===== src/arc_pkg.sv =====
// Shared constants and types for the conversion result and computation register block
package arc_pkg;

    // Register byte addresses, one 32-bit aligned word per register
    localparam logic [7:0] ARC_CTRL_ADDR    = 8'h00;
    localparam logic [7:0] ARC_RES_HI_ADDR  = 8'h04;
    localparam logic [7:0] ARC_RES_LO_ADDR  = 8'h08;
    localparam logic [7:0] ARC_PREV_HI_ADDR = 8'h0c;
    localparam logic [7:0] ARC_PREV_LO_ADDR = 8'h10;
    localparam logic [7:0] ARC_ACC_HI_ADDR  = 8'h14;
    localparam logic [7:0] ARC_ACC_LO_ADDR  = 8'h18;
    localparam logic [7:0] ARC_STPT_HI_ADDR = 8'h1c;
    localparam logic [7:0] ARC_STPT_LO_ADDR = 8'h20;
    localparam logic [7:0] ARC_FLT_HI_ADDR  = 8'h24;
    localparam logic [7:0] ARC_FLT_LO_ADDR  = 8'h28;
    localparam logic [7:0] ARC_ERR_HI_ADDR  = 8'h2c;
    localparam logic [7:0] ARC_ERR_LO_ADDR  = 8'h30;
    localparam logic [7:0] ARC_LTH_HI_ADDR  = 8'h34;
    localparam logic [7:0] ARC_LTH_LO_ADDR  = 8'h38;
    localparam logic [7:0] ARC_UTH_HI_ADDR  = 8'h3c;
    localparam logic [7:0] ARC_UTH_LO_ADDR  = 8'h40;
    localparam logic [7:0] ARC_CNT_ADDR     = 8'h44;
    localparam logic [7:0] ARC_IST_ADDR     = 8'h48;
    localparam logic [7:0] ARC_ICLR_ADDR    = 8'h4c;
    localparam logic [7:0] ARC_IEN_ADDR     = 8'h50;
    localparam logic [7:0] ARC_THST_ADDR    = 8'h54;

    // Widths and reset values
    localparam int          ARC_RES_W     = 10;
    localparam int          ARC_CFG_W     = 14;
    localparam int          ARC_IRQ_W     = 2;
    localparam logic [7:0]  ARC_CNT_MAX   = 8'hff;
    localparam logic [15:0] ARC_WORD_RST  = 16'h0000;
    localparam logic [7:0]  ARC_BYTE_RST  = 8'h00;

    // Interrupt status bit positions
    localparam int ARC_IRQ_DONE = 0;
    localparam int ARC_IRQ_THR  = 1;

    typedef enum logic [2:0] {
        ARC_MODE_BASIC,
        ARC_MODE_ACCUMULATE,
        ARC_MODE_AVERAGE,
        ARC_MODE_BURST_AVERAGE,
        ARC_MODE_LOWPASS
    } arc_mode_e;

    // Control register layout, bit 13 down to bit 0
    typedef struct packed {
        logic [2:0] threshold_interrupt_mode;
        logic [2:0] error_calculation_mode;
        logic       result_format_select;
        logic       previous_source_select;
        logic [2:0] right_shift_select;
        logic [2:0] mode;
    } arc_cfg_s;

    // Sample handed over by the conversion core
    typedef struct packed {
        logic                 done;
        logic [ARC_RES_W-1:0] data;
    } arc_sample_s;

endpackage


===== src/arc_regs.sv =====
// Conversion result, previous result, accumulator, filter and threshold registers on APB
//
// What this block does
// - In accumulate, average and burst-average modes the filter output is the accumulator shifted right by the shift field.
// - In low-pass mode the filter output takes the low-pass filter value instead of the shifted accumulator.
// - The filter output high byte holds the top bits including the sign of a signed 16-bit value.
// - Left justified, the high result byte holds result bits 9 to 2.
// - Left justified, the low result byte holds result bits 1 to 0 in bits 7 to 6, bits 5 to 0 read zero.
// - Right justified, the high result byte holds result bits 9 to 8 in bits 1 to 0, bits 7 to 2 read zero.
// - Right justified, the low result byte holds result bits 7 to 0.
// - With previous source select set, the filter output is copied into the previous pair at conversion start.
// - With previous source select clear, the conversion result is copied into the previous pair at conversion start.
// - A previous value taken from the result is justified like the result, following the format select.
// - A writable 16-bit two's complement accumulator is kept, the high byte carrying the sign.
// - A writable 16-bit setpoint serves as an operand of the error calculation in some calculation modes.
// - The error is compared with the lower and upper thresholds, flags are updated and an interrupt raised per mode.
// - The conversion counter counts each trigger and saturates at its maximum.
//
// Added by the designer: the address map and the APB register port.
`timescale 1ns/1ps

module arc_regs
    import arc_pkg::*;
(
    // Clock and reset
    input  wire logic        pclk,
    input  wire logic        presetn,
    // APB slave
    input  wire logic        psel,
    input  wire logic        penable,
    input  wire logic        pwrite,
    input  wire logic [7:0]  paddr,
    input  wire logic [31:0] pwdata,
    output logic      [31:0] prdata,
    output logic             pready,
    output logic             pslverr,
    // Conversion core
    input  wire logic        conv_start,
    input  wire arc_sample_s conv_sample,
    // Interrupt
    output logic             irq
);

    ////////////////////////////////////////////////////////////////////////////
    // State

    arc_cfg_s             cfg;
    logic [ARC_RES_W-1:0] result;
    logic [15:0]          prev;
    logic signed [15:0]   acc;
    logic signed [15:0]   filt;
    logic signed [15:0]   stpt;
    logic signed [15:0]   err;
    logic signed [15:0]   lth;
    logic signed [15:0]   uth;
    logic [7:0]           cnt;
    logic [ARC_IRQ_W-1:0] ist;
    logic [ARC_IRQ_W-1:0] ien;
    logic                 below_lower;
    logic                 above_upper;
    logic                 ready_q;

    ////////////////////////////////////////////////////////////////////////////
    // APB decode

    wire       access   = psel & penable;
    wire       wr_en    = access & ready_q & pwrite;
    wire       rd_load  = access & ~ready_q;
    wire [7:0] waddr    = paddr;
    wire       wr_ctrl  = wr_en & (waddr == ARC_CTRL_ADDR);
    wire       wr_res_h = wr_en & (waddr == ARC_RES_HI_ADDR);
    wire       wr_res_l = wr_en & (waddr == ARC_RES_LO_ADDR);
    wire       wr_acc_h = wr_en & (waddr == ARC_ACC_HI_ADDR);
    wire       wr_acc_l = wr_en & (waddr == ARC_ACC_LO_ADDR);
    wire       wr_stp_h = wr_en & (waddr == ARC_STPT_HI_ADDR);
    wire       wr_stp_l = wr_en & (waddr == ARC_STPT_LO_ADDR);
    wire       wr_lth_h = wr_en & (waddr == ARC_LTH_HI_ADDR);
    wire       wr_lth_l = wr_en & (waddr == ARC_LTH_LO_ADDR);
    wire       wr_uth_h = wr_en & (waddr == ARC_UTH_HI_ADDR);
    wire       wr_uth_l = wr_en & (waddr == ARC_UTH_LO_ADDR);
    wire       wr_cnt   = wr_en & (waddr == ARC_CNT_ADDR);
    wire       wr_iclr  = wr_en & (waddr == ARC_ICLR_ADDR);
    wire       wr_ien   = wr_en & (waddr == ARC_IEN_ADDR);
    wire [7:0] wbyte    = pwdata[7:0];

    ////////////////////////////////////////////////////////////////////////////
    // Result justification

    wire        fmt_right = cfg.result_format_select;
    // Reserved positions are filled with zeros so they read back as zero
    wire [15:0] res_fmt   = fmt_right ? {6'h00, result}
                                      : {result, 6'h00};

    // Software writes land in the bits that the current justification shows
    wire [ARC_RES_W-1:0] sw_result =
        wr_res_h ? (fmt_right ? {wbyte[1:0], result[7:0]} : {wbyte, result[1:0]}) :
        wr_res_l ? (fmt_right ? {result[9:8], wbyte}      : {result[9:2], wbyte[7:6]}) :
                   result;

    ////////////////////////////////////////////////////////////////////////////
    // Computation on a finished conversion

    wire                 done     = conv_sample.done;
    wire signed [15:0]   samp_ext = $signed({6'h00, conv_sample.data});
    wire arc_mode_e      mode     = arc_mode_e'(cfg.mode);
    wire [2:0]           shift    = cfg.right_shift_select;

    wire signed [15:0]   sw_acc   = wr_acc_h ? {wbyte, acc[7:0]} :
                                    wr_acc_l ? {acc[15:8], wbyte} : acc;
    wire                 acc_mode = (mode == ARC_MODE_ACCUMULATE) |
                                    (mode == ARC_MODE_AVERAGE) |
                                    (mode == ARC_MODE_BURST_AVERAGE) |
                                    (mode == ARC_MODE_LOWPASS);
    // Accumulator wraps in two's complement; software must rescale long runs
    wire signed [15:0]   hw_acc   = 16'(acc + samp_ext);
    wire signed [15:0]   next_acc = (done & acc_mode) ? hw_acc : sw_acc;

    // First-order low-pass: filter moves toward the sample by 1/2^shift of the gap
    wire signed [16:0]   lpf_gap  = 17'(samp_ext) - 17'(filt);
    wire signed [16:0]   lpf_step = lpf_gap >>> shift;
    wire signed [15:0]   lpf_out  = 16'(filt + lpf_step[15:0]);
    // Arithmetic shift keeps the sign in the upper byte
    wire signed [15:0]   acc_shr  = next_acc >>> shift;
    wire signed [15:0]   next_filt = (mode == ARC_MODE_LOWPASS) ? lpf_out
                                                                : acc_shr;

    // Error operand selection
    wire signed [15:0]   prev_s   = prev;
    logic signed [15:0]  next_err;
    always_comb begin
        unique case (cfg.error_calculation_mode)
            3'h0:    next_err = 16'(samp_ext - prev_s);
            3'h1:    next_err = 16'(samp_ext - stpt);
            3'h2:    next_err = 16'(next_filt - stpt);
            3'h3:    next_err = 16'(next_filt - prev_s);
            default: next_err = 16'(stpt - next_filt);
        endcase
    end

    ////////////////////////////////////////////////////////////////////////////
    // Threshold comparison

    wire next_below = next_err < lth;
    wire next_above = next_err > uth;
    logic thr_hit;
    always_comb begin
        unique case (cfg.threshold_interrupt_mode)
            3'h0:    thr_hit = 1'b0;
            3'h1:    thr_hit = next_below;
            3'h2:    thr_hit = ~next_below;
            3'h3:    thr_hit = ~next_below & ~next_above;
            3'h4:    thr_hit = next_below | next_above;
            3'h5:    thr_hit = ~next_above;
            3'h6:    thr_hit = next_above;
            default: thr_hit = 1'b1;
        endcase
    end

    ////////////////////////////////////////////////////////////////////////////
    // Previous result and counter

    // Source is sampled before the result changes, so a start and a finish
    // in the same cycle still capture the old sample
    wire [15:0] prev_src  = cfg.previous_source_select ? filt
                                                       : res_fmt;
    wire [15:0] next_prev = conv_start ? prev_src : prev;
    wire [7:0]  cnt_inc   = (cnt == ARC_CNT_MAX) ? cnt : 8'(cnt + 8'h01);
    wire [7:0]  next_cnt  = conv_start ? cnt_inc : (wr_cnt ? wbyte : cnt);

    ////////////////////////////////////////////////////////////////////////////
    // Interrupt status

    wire [ARC_IRQ_W-1:0] ist_set  = {done & thr_hit, done};
    wire [ARC_IRQ_W-1:0] ist_clr  = wr_iclr ? pwdata[ARC_IRQ_W-1:0] : '0;
    // Hardware set wins over a clear landing in the same cycle
    wire [ARC_IRQ_W-1:0] next_ist = (ist & ~ist_clr) | ist_set;
    wire [ARC_IRQ_W-1:0] next_ien = wr_ien ? pwdata[ARC_IRQ_W-1:0] : ien;

    ////////////////////////////////////////////////////////////////////////////
    // Read mux

    logic [31:0] rd_mux;
    logic        rd_err;
    always_comb begin
        rd_mux = 32'h0000_0000;
        rd_err = 1'b0;
        unique case (paddr)
            ARC_CTRL_ADDR:    rd_mux = {18'h00000, cfg};
            ARC_RES_HI_ADDR:  rd_mux = {24'h000000, res_fmt[15:8]};
            ARC_RES_LO_ADDR:  rd_mux = {24'h000000, res_fmt[7:0]};
            ARC_PREV_HI_ADDR: rd_mux = {24'h000000, prev[15:8]};
            ARC_PREV_LO_ADDR: rd_mux = {24'h000000, prev[7:0]};
            ARC_ACC_HI_ADDR:  rd_mux = {24'h000000, acc[15:8]};
            ARC_ACC_LO_ADDR:  rd_mux = {24'h000000, acc[7:0]};
            ARC_STPT_HI_ADDR: rd_mux = {24'h000000, stpt[15:8]};
            ARC_STPT_LO_ADDR: rd_mux = {24'h000000, stpt[7:0]};
            ARC_FLT_HI_ADDR:  rd_mux = {24'h000000, filt[15:8]};
            ARC_FLT_LO_ADDR:  rd_mux = {24'h000000, filt[7:0]};
            ARC_ERR_HI_ADDR:  rd_mux = {24'h000000, err[15:8]};
            ARC_ERR_LO_ADDR:  rd_mux = {24'h000000, err[7:0]};
            ARC_LTH_HI_ADDR:  rd_mux = {24'h000000, lth[15:8]};
            ARC_LTH_LO_ADDR:  rd_mux = {24'h000000, lth[7:0]};
            ARC_UTH_HI_ADDR:  rd_mux = {24'h000000, uth[15:8]};
            ARC_UTH_LO_ADDR:  rd_mux = {24'h000000, uth[7:0]};
            ARC_CNT_ADDR:     rd_mux = {24'h000000, cnt};
            ARC_IST_ADDR:     rd_mux = {30'h00000000, ist};
            ARC_ICLR_ADDR:    rd_mux = 32'h0000_0000;
            ARC_IEN_ADDR:     rd_mux = {30'h00000000, ien};
            ARC_THST_ADDR:    rd_mux = {30'h00000000, above_upper, below_lower};
            default:          rd_err = 1'b1;
        endcase
    end

    ////////////////////////////////////////////////////////////////////////////
    // Bus answer: one wait state, data and error registered

    always_ff @(posedge pclk or negedge presetn) begin
        if (!presetn) begin
            ready_q <= 1'b0;
            prdata  <= 32'h0000_0000;
            pslverr <= 1'b0;
        end else begin
            ready_q <= rd_load;
            prdata  <= rd_load ? (pwrite ? 32'h0000_0000 : rd_mux) : prdata;
            pslverr <= rd_load & rd_err;
        end
    end

    assign pready = ready_q;

    ////////////////////////////////////////////////////////////////////////////
    // Configuration and software-owned operands

    always_ff @(posedge pclk or negedge presetn) begin
        if (!presetn) begin
            cfg  <= arc_cfg_s'(14'h0000);
            stpt <= ARC_WORD_RST;
            lth  <= ARC_WORD_RST;
            uth  <= ARC_WORD_RST;
            ien  <= '0;
        end else begin
            if (wr_ctrl) begin
                cfg <= arc_cfg_s'(pwdata[ARC_CFG_W-1:0]);
            end
            stpt <= wr_stp_h ? {wbyte, stpt[7:0]} : wr_stp_l ? {stpt[15:8], wbyte} : stpt;
            lth  <= wr_lth_h ? {wbyte, lth[7:0]}  : wr_lth_l ? {lth[15:8], wbyte}  : lth;
            uth  <= wr_uth_h ? {wbyte, uth[7:0]}  : wr_uth_l ? {uth[15:8], wbyte}  : uth;
            ien  <= next_ien;
        end
    end

    ////////////////////////////////////////////////////////////////////////////
    // Conversion datapath; a finishing conversion wins over result writes and, outside basic mode, accumulator writes

    always_ff @(posedge pclk or negedge presetn) begin
        if (!presetn) begin
            result      <= '0;
            prev        <= ARC_WORD_RST;
            acc         <= ARC_WORD_RST;
            filt        <= ARC_WORD_RST;
            err         <= ARC_WORD_RST;
            cnt         <= ARC_BYTE_RST;
            below_lower <= 1'b0;
            above_upper <= 1'b0;
        end else begin
            result <= done ? conv_sample.data : sw_result;
            prev   <= next_prev;
            acc    <= next_acc;
            cnt    <= next_cnt;
            if (done) begin
                filt        <= next_filt;
                err         <= next_err;
                below_lower <= next_below;
                above_upper <= next_above;
            end
        end
    end

    ////////////////////////////////////////////////////////////////////////////
    // Interrupt status and output

    always_ff @(posedge pclk or negedge presetn) begin
        if (!presetn) begin
            ist <= '0;
            irq <= 1'b0;
        end else begin
            ist <= next_ist;
            irq <= |(next_ist & next_ien);
        end
    end

endmodule // arc_regs


===== config.mk =====
export PLATFORM = sky130hd
export DESIGN_NAME = arc_regs
export DESIGN_NICKNAME = d
export VERILOG_FILES = /design/src/arc_pkg.sv /design/src/arc_regs.sv
export SDC_FILE = /design/constraint.sdc
export NUM_CORES = 1
export LEC_CHECK = 0
export ABC_AREA = 1
export BUFFER_PORTS_ARGS = -buffer_cell sky130_fd_sc_hd__buf_2
export CORE_MARGIN = 2
export CORE_UTILIZATION = 54
export CTS_CLUSTER_DIAMETER = 50
export DETAILED_ROUTE_END_ITERATION = 8
export GPL_TIMING_DRIVEN = 0
export MAX_ROUTING_LAYER = met4
export PLACE_DENSITY_LB_ADDON = 0.1
export REMOVE_ABC_BUFFERS = 1
export SLEW_MARGIN = 40
export SYNTH_ARGS = -nofsm -noshare
export SYNTH_HDL_FRONTEND = slang
export SYNTH_SLANG_ARGS = --single-unit

===== constraint.sdc =====
create_clock -name pclk -period 10.44 [get_ports pclk]
set_input_delay 0.522 -clock pclk [delete_from_list [all_inputs] [get_ports pclk]]
set_output_delay 0.522 -clock pclk [all_outputs]
set_load 0.005 [all_outputs]

==> impl_table.tex, run 1 <==
\begin{tabular}{lr}
\hline
Metric & Value \\
\hline
\multicolumn{2}{l}{\textbf{Worst setup path}} \\
Endpoint of the worst register-to-register path & irq \\
Signal arrival time at the worst endpoint & 9.40 ns \\
Crit path kind & reg2reg \\
Setup crit start kind & flip-flop \\
Reg-to-reg startpoint & filt[0] \\
Maximum fanout along the worst path & 5 \\
Type of destination of the critical path & flip-flop \\
Reg2reg path depth & 50 \\
Worst setup slack for register-to-register paths & 1.42 ns \\
CP Data Required Time & 10.82 ns \\
Maximum cell stage delay along the critical path & 0.65 ns \\
Cell occurring most often along the worst timing path & sky130\_fd\_sc\_hd\_\_nand2\_1 \\
Worst-path cell with the longest stage delay & sky130\_fd\_sc\_hd\_\_a22oi\_1 \\
\multicolumn{2}{l}{\textbf{Final layout}} \\
Commonest non-fill, non-tap cells in the layout & sky130\_fd\_sc\_hd\_\_nand2\_1 (552), sky130\_fd\_sc\_hd\_\_inv\_1 (273), sky130\_fd\_sc\_hd\_\_o21ai\_0 (251) \\
Proportion of layout cells with a drive suffix above 1 & 0.06787 \\
Commonest non-fill, non-tap cell in the layout & sky130\_fd\_sc\_hd\_\_nand2\_1 \\
Area added between synthesis and finish & 7.785\% \\
Post-route insts no fill & 2502 \\
Final nets & 2323 \\
\multicolumn{2}{l}{\textbf{GRT}} \\
Largest net degree at the start of global routing & 64 \\
Total GRT Usage & 0.3978 \\
First-pass GRT wire length & 82.28 mm \\
Antenna violations before repair & 1 \\
Congestion Overflow GR & 0 \\
Vias in the first global route & 14105 \\
\multicolumn{2}{l}{\textbf{CTS}} \\
Number of clock buffers inserted by TritonCTS & 17 \\
CTS Root Buffer Type & sky130\_fd\_sc\_hd\_\_clkbuf\_16 \\
CTS tree & done \\
CTS-repair resized insts & 0 \\
Clk sink count & 167 \\
Clock input transition at the sequential cells of the worst setup and hold paths & 0.09 ns \\
Clock network latency to the later pin of the worst-skew pair & 0.46 ns \\
H-tree depth reported by CTS & 4 \\
Worst-case clock buffer depth & 2 \\
Post-CTS Setup Repair Bufs & 0 \\
\multicolumn{2}{l}{\textbf{STA}} \\
Endpoints failing setup & 0 \\
Final clock skew & 0.01793 ns \\
Period utilization & 0.8637 \\
Fmax & 110.9 MHz \\
Slew of the pin with the lowest slew margin & 0.8470 ns \\
Minimum clock period & 9.017 ns \\
Unrepaired setup endpoints after global routing & false \\
Aggregate negative setup slack & 0 ns \\
Relative slew slack & 0.4354 \\
Number of slew-limit violations in the final report & 0 \\
Hold violation count in the final report & 0 \\
\multicolumn{2}{l}{\textbf{Routing}} \\
Number of antenna-violating nets in the routed design & 0 \\
Vias per inst & 6.097 \\
Post-route DRC & 0 \\
Average routed wire per standard cell & 21.56 um \\
Via count of the routed design & 15255 \\
Final Routed Wirelength & 53.94 mm \\
Drt initial violations & 1827 \\
Number of detailed-routing iterations run before antenna repair & 6 \\
\multicolumn{2}{l}{\textbf{Die}} \\
Die W & 167.8 um \\
Total I/O pin count & 92 \\
Die Outline Area & 0.02814 mm\^{}2 \\
Starting density of the core & 0.5526 \\
Die extent in y & 167.8 um \\
Floorplan core area & 0.02621 mm\^{}2 \\
Rows & 59 \\
\multicolumn{2}{l}{\textbf{Power and ir drop}} \\
Power density cells & 134.2 mW/mm\^{}2 \\
Worst supply voltage drop on vdd & 0.0001004 V \\
Leakage power & 0.007775 uW \\
\multicolumn{2}{l}{\textbf{Synth}} \\
Share of synthesized cell area in full adder, half adder and majority cells & 0.1007 \\
Yosys Warn Count & 0 \\
Gate count of the mapped netlist & 2140 \\
Complex-gate fraction of the synthesized area & 0.2285 \\
Synthesized-area fraction occupied by and/or/nand/nor cells & 0.2529 \\
Post-synthesis instance area & 0.01448 mm\^{}2 \\
Multiplexer fraction of the synthesized cell area & 0.006221 \\
FF+latch count, synth & 167 \\
Synthesized area per cell & 6.767 um\^{}2 \\
Area share of xor/xnor cells in the synthesized design & 0.01996 \\
Count of unique library cells instantiated by Yosys & 60 \\
Largest family of logic cells by synthesized area & simple AND/OR/NAND/NOR gates \\
Sequential area share after synthesis & 0.2886 \\
\multicolumn{2}{l}{\textbf{Place}} \\
Number of cells in the design after placement & 2468 \\
Port Buf Inserts & 55 \\
Post-DP HPWL & 42.17 mm \\
Final Wtd Congestion & 1.121 \\
\multicolumn{2}{l}{\textbf{Min path}} \\
End point of the worst hold path & cfg[12] \\
Launch instance of the worst min-delay path & pwdata[12] \\
Type of the worst min-delay path & in2reg \\
Hold Path Cell Cnt & 3 \\
\multicolumn{2}{l}{\textbf{Outcome}} \\
Run status & finished clean \\
\multicolumn{2}{l}{\textbf{Flow run}} \\
Total of max-cap violations & 0 \\
\hline
\end{tabular}
[flip-flops by register name, indices dropped and copies added, names as in the netlist, 2 cells and up]
name / flops
ist: 2
result: 10
shift: 3
filt: 16
lth: 16
mode: 3
err: 16
cnt: 8
prdata: 14
stpt: 16
uth: 16
cfg: 7
acc: 16
prev: 16
ien: 2
[cells in the mapped netlist, drive strengths merged]
master / instances / area (um^2)
o21bai: 10 / 82.58
inv: 287 / 1082
o32ai: 1 / 8.760
o211ai: 18 / 135.1
nor4: 9 / 56.30
or2: 8 / 50.05
clkbuf: 52 / 195.2
fa: 6 / 120.1
o221ai: 15 / 131.4
a211o: 1 / 8.760
a22o: 2 / 17.52
nor3: 26 / 141.4
buf: 31 / 196.4
xnor2: 14 / 122.6
a2111oi: 5 / 43.79
o31ai: 2 / 15.01
o21ai: 273 / 1378
conb: 1 / 3.750
a31o: 3 / 26.28
a221oi: 9 / 78.83
mux2i: 9 / 90.09
a21o: 5 / 37.54
xor2: 19 / 166.4
a21boi: 2 / 26.28
a311oi: 1 / 8.760
nand3b: 6 / 45.04
nor2: 112 / 489.2
a21bo: 1 / 10.01
nand4: 17 / 106.4
ha: 107 / 1339
nor3b: 1 / 7.510
o22ai: 30 / 187.7
a22oi: 10 / 75.07
and2: 2 / 12.51
a31oi: 10 / 62.56
nand3: 126 / 635.6
a211oi: 11 / 82.58
o2111ai: 9 / 78.83
clkinv: 4 / 15.01
a21oi: 156 / 792.0
o21a: 3 / 22.52
dfrtp: 167 / 4179
nand2: 559 / 2118
[worst max-delay path: cells and delay by family, from the launching register on]
kind / cells / cell delay, ns
compound gates: 15 / 3.30
simple gates: 24 / 2.87
fa+ha+maj: 5 / 1.62
flops: 1 / 0.51
xor+xnor: 2 / 0.35
buf+inv: 4 / 0.28
[cells by family after synthesis]
family                     Yosys count
and+or+nand+nor                    866
xor gates and xnor gates            33
muxes                                9
adders and majority gates          113
DFF                                167
AOI/OAI and AO/OA                  577
other                                1
buffers and inverters              374
[metrics by stage]
| step | setup slack (ns) | power (uW) | util | hold slack, ns | cell area, um^2 |
|---|---|---|---|---|---|
| 4_1_cts | 1.777 | 2083 | 0.5951 | 0.3142 | 15600 |
| 3_5_place_dp | 1.480 | 1388 | 0.5702 | 0.4610 | 14940 |
| 2_1_floorplan | 3.370 | 1184 | - | 0.2264 | 14150 |
| 6_report | 1.423 | 2094 | 0.5956 | 0.3119 | 15610 |
| 5_1_grt | 0.7800 | 2204 | 0.5956 | 0.3223 | 15610 |
| 3_3_place_gp | 1.541 | 1372 | 0.5666 | 0.4626 | 14850 |
[routing by layer]
layer / GRT usage / vias to the layer above / wire length (um)
li1: - / 7211 / -
met1: 0.5279 / 7080 / 22860
met2: 0.5801 / 809 / 22570
met3: 0.08272 / 155 / 5428
met4: 0.1913 / 0 / 3079
met5: - / - / 0
[final cells by class]
cell class / count / area, um^2
Clock buffer: 17 / 425.4
Multi-Input combinational cell: 1616 / 8897
Antenna cell: 1 / 2.502
Tap cell: 335 / 419.2
Fill cell: 2587 / 10600
Timing Repair Buffer: 60 / 365.4
Clock inverter: 15 / 217.7
Inverter: 291 / 1100
Sequential cell: 167 / 4182
[how the worst max path moves through the flow]
stage / end / start / cells after the start / slack [ns]
after CTS: irq / filt[0] / 50 / 1.78
after floorplan: irq / conv_sample[0] / 54 / 3.37
final: irq / filt[0] / 50 / 1.42
after global placement: irq / conv_sample[0] / 52 / 1.54
after detailed placement: irq / conv_sample[0] / 53 / 1.48
after global routing: irq / filt[0] / 52 / 0.78
[where the power goes]
part / switching [uW] / leakage, uW / internal (uW)
Sequential: 42.2 / 0.00214 / 682
Clock: 342 / 0.000312 / 354
Combinational: 444 / 0.00532 / 230
Total: 828 / 0.00777 / 1270
[repair_timing]
item,4_1_cts,5_1_grt
hold endpoints to repair,2,0
hold buffers,1,0
setup endpoints to repair,0,0
No activity file was read; power rests on OpenSTA's default activity.
==> run 2, diff against run 1 <==
--- a/config.mk
+++ b/config.mk
@@ -8,7 +8,7 @@
 export ABC_AREA = 1
 export BUFFER_PORTS_ARGS = -buffer_cell sky130_fd_sc_hd__buf_2
 export CORE_MARGIN = 2
-export CORE_UTILIZATION = 54
+export CORE_UTILIZATION = 32
 export CTS_CLUSTER_DIAMETER = 50
 export DETAILED_ROUTE_END_ITERATION = 8
 export GPL_TIMING_DRIVEN = 0
==> run 2 against run 1 <==
  * Sequential share of layout area shrank 0.51 points
  * Routed wire length grew 15%
  * Clock power grew 1%
  * Die area grew 67%
==> impl_table.tex, run 2 (synthesis gave the netlist of run 1 again) <==
\begin{tabular}{lr}
\hline
Metric & Value \\
\hline
\multicolumn{2}{l}{\textbf{Outcome}} \\
Run status & finished clean \\
\multicolumn{2}{l}{\textbf{GRT}} \\
Total GRT Usage & 0.2713 (-0.1265) \\
Largest net degree at the start of global routing & 59 (-7.8\%) \\
First-pass GRT wire length & 91.68 mm (+11\%) \\
Vias in the first global route & 14224 (+0.84\%) \\
Congestion Overflow GR & 0 (unchanged) \\
Antenna violations before repair & 1 (unchanged) \\
\multicolumn{2}{l}{\textbf{Worst setup path}} \\
Worst-path cell with the longest stage delay & sky130\_fd\_sc\_hd\_\_a22oi\_1 \\
Type of destination of the critical path & flip-flop \\
Setup crit start kind & flip-flop \\
Maximum fanout along the worst path & 5 (unchanged) \\
Maximum cell stage delay along the critical path & 0.51 ns (-0.14 ns) \\
Signal arrival time at the worst endpoint & 9.39 ns (about the same) \\
Cell occurring most often along the worst timing path & sky130\_fd\_sc\_hd\_\_nand2\_1 \\
CP Data Required Time & 10.83 ns (about the same) \\
Crit path kind & reg2reg \\
\multicolumn{2}{l}{\textbf{Power and ir drop}} \\
Share of power burned in the clock network & 0.332 (about the same) \\
Worst supply voltage drop on vdd & 0.0001001 V (-0.24\%) \\
Net Switching & 795.0 uW (-4.0\%) \\
Switching power share of the total & 0.3745 (-0.02102) \\
Relative contribution of combinational cells to total power & 0.326 (+0.004) \\
Int Power & 1328 uW (+4.9\%) \\
Power density cells & 133.4 mW/mm\^{}2 (-0.60\%) \\
Register share of total power & 0.342 (-0.004) \\
Leakage power & 0.007768 uW (about the same) \\
\multicolumn{2}{l}{\textbf{Routing}} \\
Post-route DRC & 0 (unchanged) \\
Drt initial violations & 1667 (-8.8\%) \\
Vias per inst & 5.432 (-11\%) \\
Number of antenna-violating nets in the routed design & 0 (unchanged) \\
Average routed wire per standard cell & 22.46 um (+4.2\%) \\
Final Routed Wirelength & 61.97 mm (+15\%) \\
Via count of the routed design & 14988 (-1.8\%) \\
Number of detailed-routing iterations run before antenna repair & 6 (unchanged) \\
\multicolumn{2}{l}{\textbf{Final layout}} \\
Final core utilization & 0.3584 (-0.2372) \\
Post-route cell area & 0.01592 mm\^{}2 (+2.0\%) \\
Commonest non-fill, non-tap cell in the layout & sky130\_fd\_sc\_hd\_\_nand2\_1 \\
Antenna Cells & 0 (-1) \\
Commonest non-fill, non-tap cells in the layout & sky130\_fd\_sc\_hd\_\_nand2\_1 (552), sky130\_fd\_sc\_hd\_\_inv\_1 (273), sky130\_fd\_sc\_hd\_\_o21ai\_0 (251) \\
Final nets & 2324 (+0.043\%) \\
Proportion of layout cells with a drive suffix above 1 & 0.06830 (+0.0004301) \\
Area added between synthesis and finish & 9.919\% \\
\multicolumn{2}{l}{\textbf{CTS}} \\
Post-CTS Setup Repair Bufs & 0 (unchanged) \\
Clock network latency to the later pin of the worst-skew pair & 0.45 ns (about the same) \\
Clock input transition at the sequential cells of the worst setup and hold paths & 0.07 ns (-0.02 ns) \\
Number of clock buffers inserted by TritonCTS & 17 (unchanged) \\
H-tree depth reported by CTS & 4 (unchanged) \\
CTS tree & done \\
Worst-case clock buffer depth & 2 (unchanged) \\
CTS Root Buffer Type & sky130\_fd\_sc\_hd\_\_clkbuf\_16 \\
Clk sink count & 167 (unchanged) \\
CTS-repair resized insts & 0 (unchanged) \\
Hold bufs inserted after CTS & 0 (-1) \\
\multicolumn{2}{l}{\textbf{Die}} \\
Die Outline Area & 0.04697 mm\^{}2 (+67\%) \\
Die W & 216.7 um (+29\%) \\
Starting density of the core & 0.3261 (-0.2265) \\
Die extent in y & 216.7 um (+29\%) \\
Floorplan core area & 0.04441 mm\^{}2 (+69\%) \\
Total I/O pin count & 92 (unchanged) \\
Rows & 77 (+31\%) \\
\multicolumn{2}{l}{\textbf{STA}} \\
Period utilization & 0.8625 (-0.001219) \\
Endpoints failing setup & 0 (unchanged) \\
Relative slew slack & 0.4403 (+0.004889) \\
Number of slew-limit violations in the final report & 0 (unchanged) \\
Final clock skew & 0.009385 ns (-0.008543 ns) \\
Fmax & 111.1 MHz (+0.14\%) \\
Hold violation count in the final report & 0 (unchanged) \\
PnR worst setup slack & 1.436 ns (+0.01273 ns) \\
Aggregate negative setup slack & 0 ns (unchanged) \\
Slew of the pin with the lowest slew margin & 0.8396 ns (-0.007334 ns) \\
Minimum clock period & 9.004 ns (-0.01273 ns) \\
Unrepaired setup endpoints after global routing & false \\
Hold Worst Slack & 0.002105 ns (-0.3098 ns) \\
\multicolumn{2}{l}{\textbf{Place}} \\
Final Wtd Congestion & 0.9458 (-16\%) \\
Port Buf Inserts & 55 (unchanged) \\
Cell area after placement & 0.01528 mm\^{}2 (+2.3\%) \\
Worst slack, placed & 1.018 ns (-0.4618 ns) \\
Post-DP HPWL & 49.83 mm (+18\%) \\
\multicolumn{2}{l}{\textbf{Flow run}} \\
Total of max-cap violations & 0 (unchanged) \\
\multicolumn{2}{l}{\textbf{Min path}} \\
Type of the worst min-delay path & in2async \\
\hline
\end{tabular}
## run 2: path summary, 6_finish.rpt
path / startpoint / end / slack, ns / depth (start not counted)
hold / removal: presetn / stpt[5] / 0.002 / 1
hold reg to reg: prdata[3] / prdata[3] / 0.48 / 2
setup reg to reg: filt[3] / irq / 1.44 / 48
min in group pclk: pwdata[11] / cfg[11] / 0.32 / 3
setup / recovery: filt[3] / irq / 1.44 / 48
max in group asynchronous: presetn / shift[1] / 9.69 / 2
## run 2: layout make-up
type | instances | area [um^2]
fillers | 4864 | 28500
multi-input cells | 1616 | 8896
well taps | 592 | 740.7
flip-flops and latches | 167 | 4183
clock buffers | 21 | 460.4
repair buffers | 61 | 365.4
clock inverters | 11 | 171.4
inverters | 291 | 1101
## run 2: critical path: cells and delay by family (launching register included)
kind            cells  cell delay [ns]
compound gates     15             3.11
xor+xnor            2             0.34
fa+ha+maj           4             1.35
buf+inv             4             0.55
flops               1             0.45
simple gates       23             3.10
## run 2: metrics by stage
step | instances | power [uW]
6_report | 2759 | 2123
5_1_grt | 2759 | 2246
4_1_cts | 2759 | 2129
3_5_place_dp | 2727 | 1418
3_3_place_gp | 2721 | 1411
2_1_floorplan | 2074 | 1184
## run 2: routing by layer
layer  share of wire  GRT usage  vias up
met1            0.47     0.3705     7188
met2            0.45     0.4319      522
met3           0.055    0.03145       54
li1                -          -     7224
met5               0          -        -
met4           0.021    0.06005        0
## run 2: power groups by stage
stage	sequential, uW	combinational [uW]	clock (uW)
floorplan	715	468	0
global placement	737	674	0
detailed placement	737	681	0
CTS	725	687	718
global route	728	776	742
finish	726	692	705
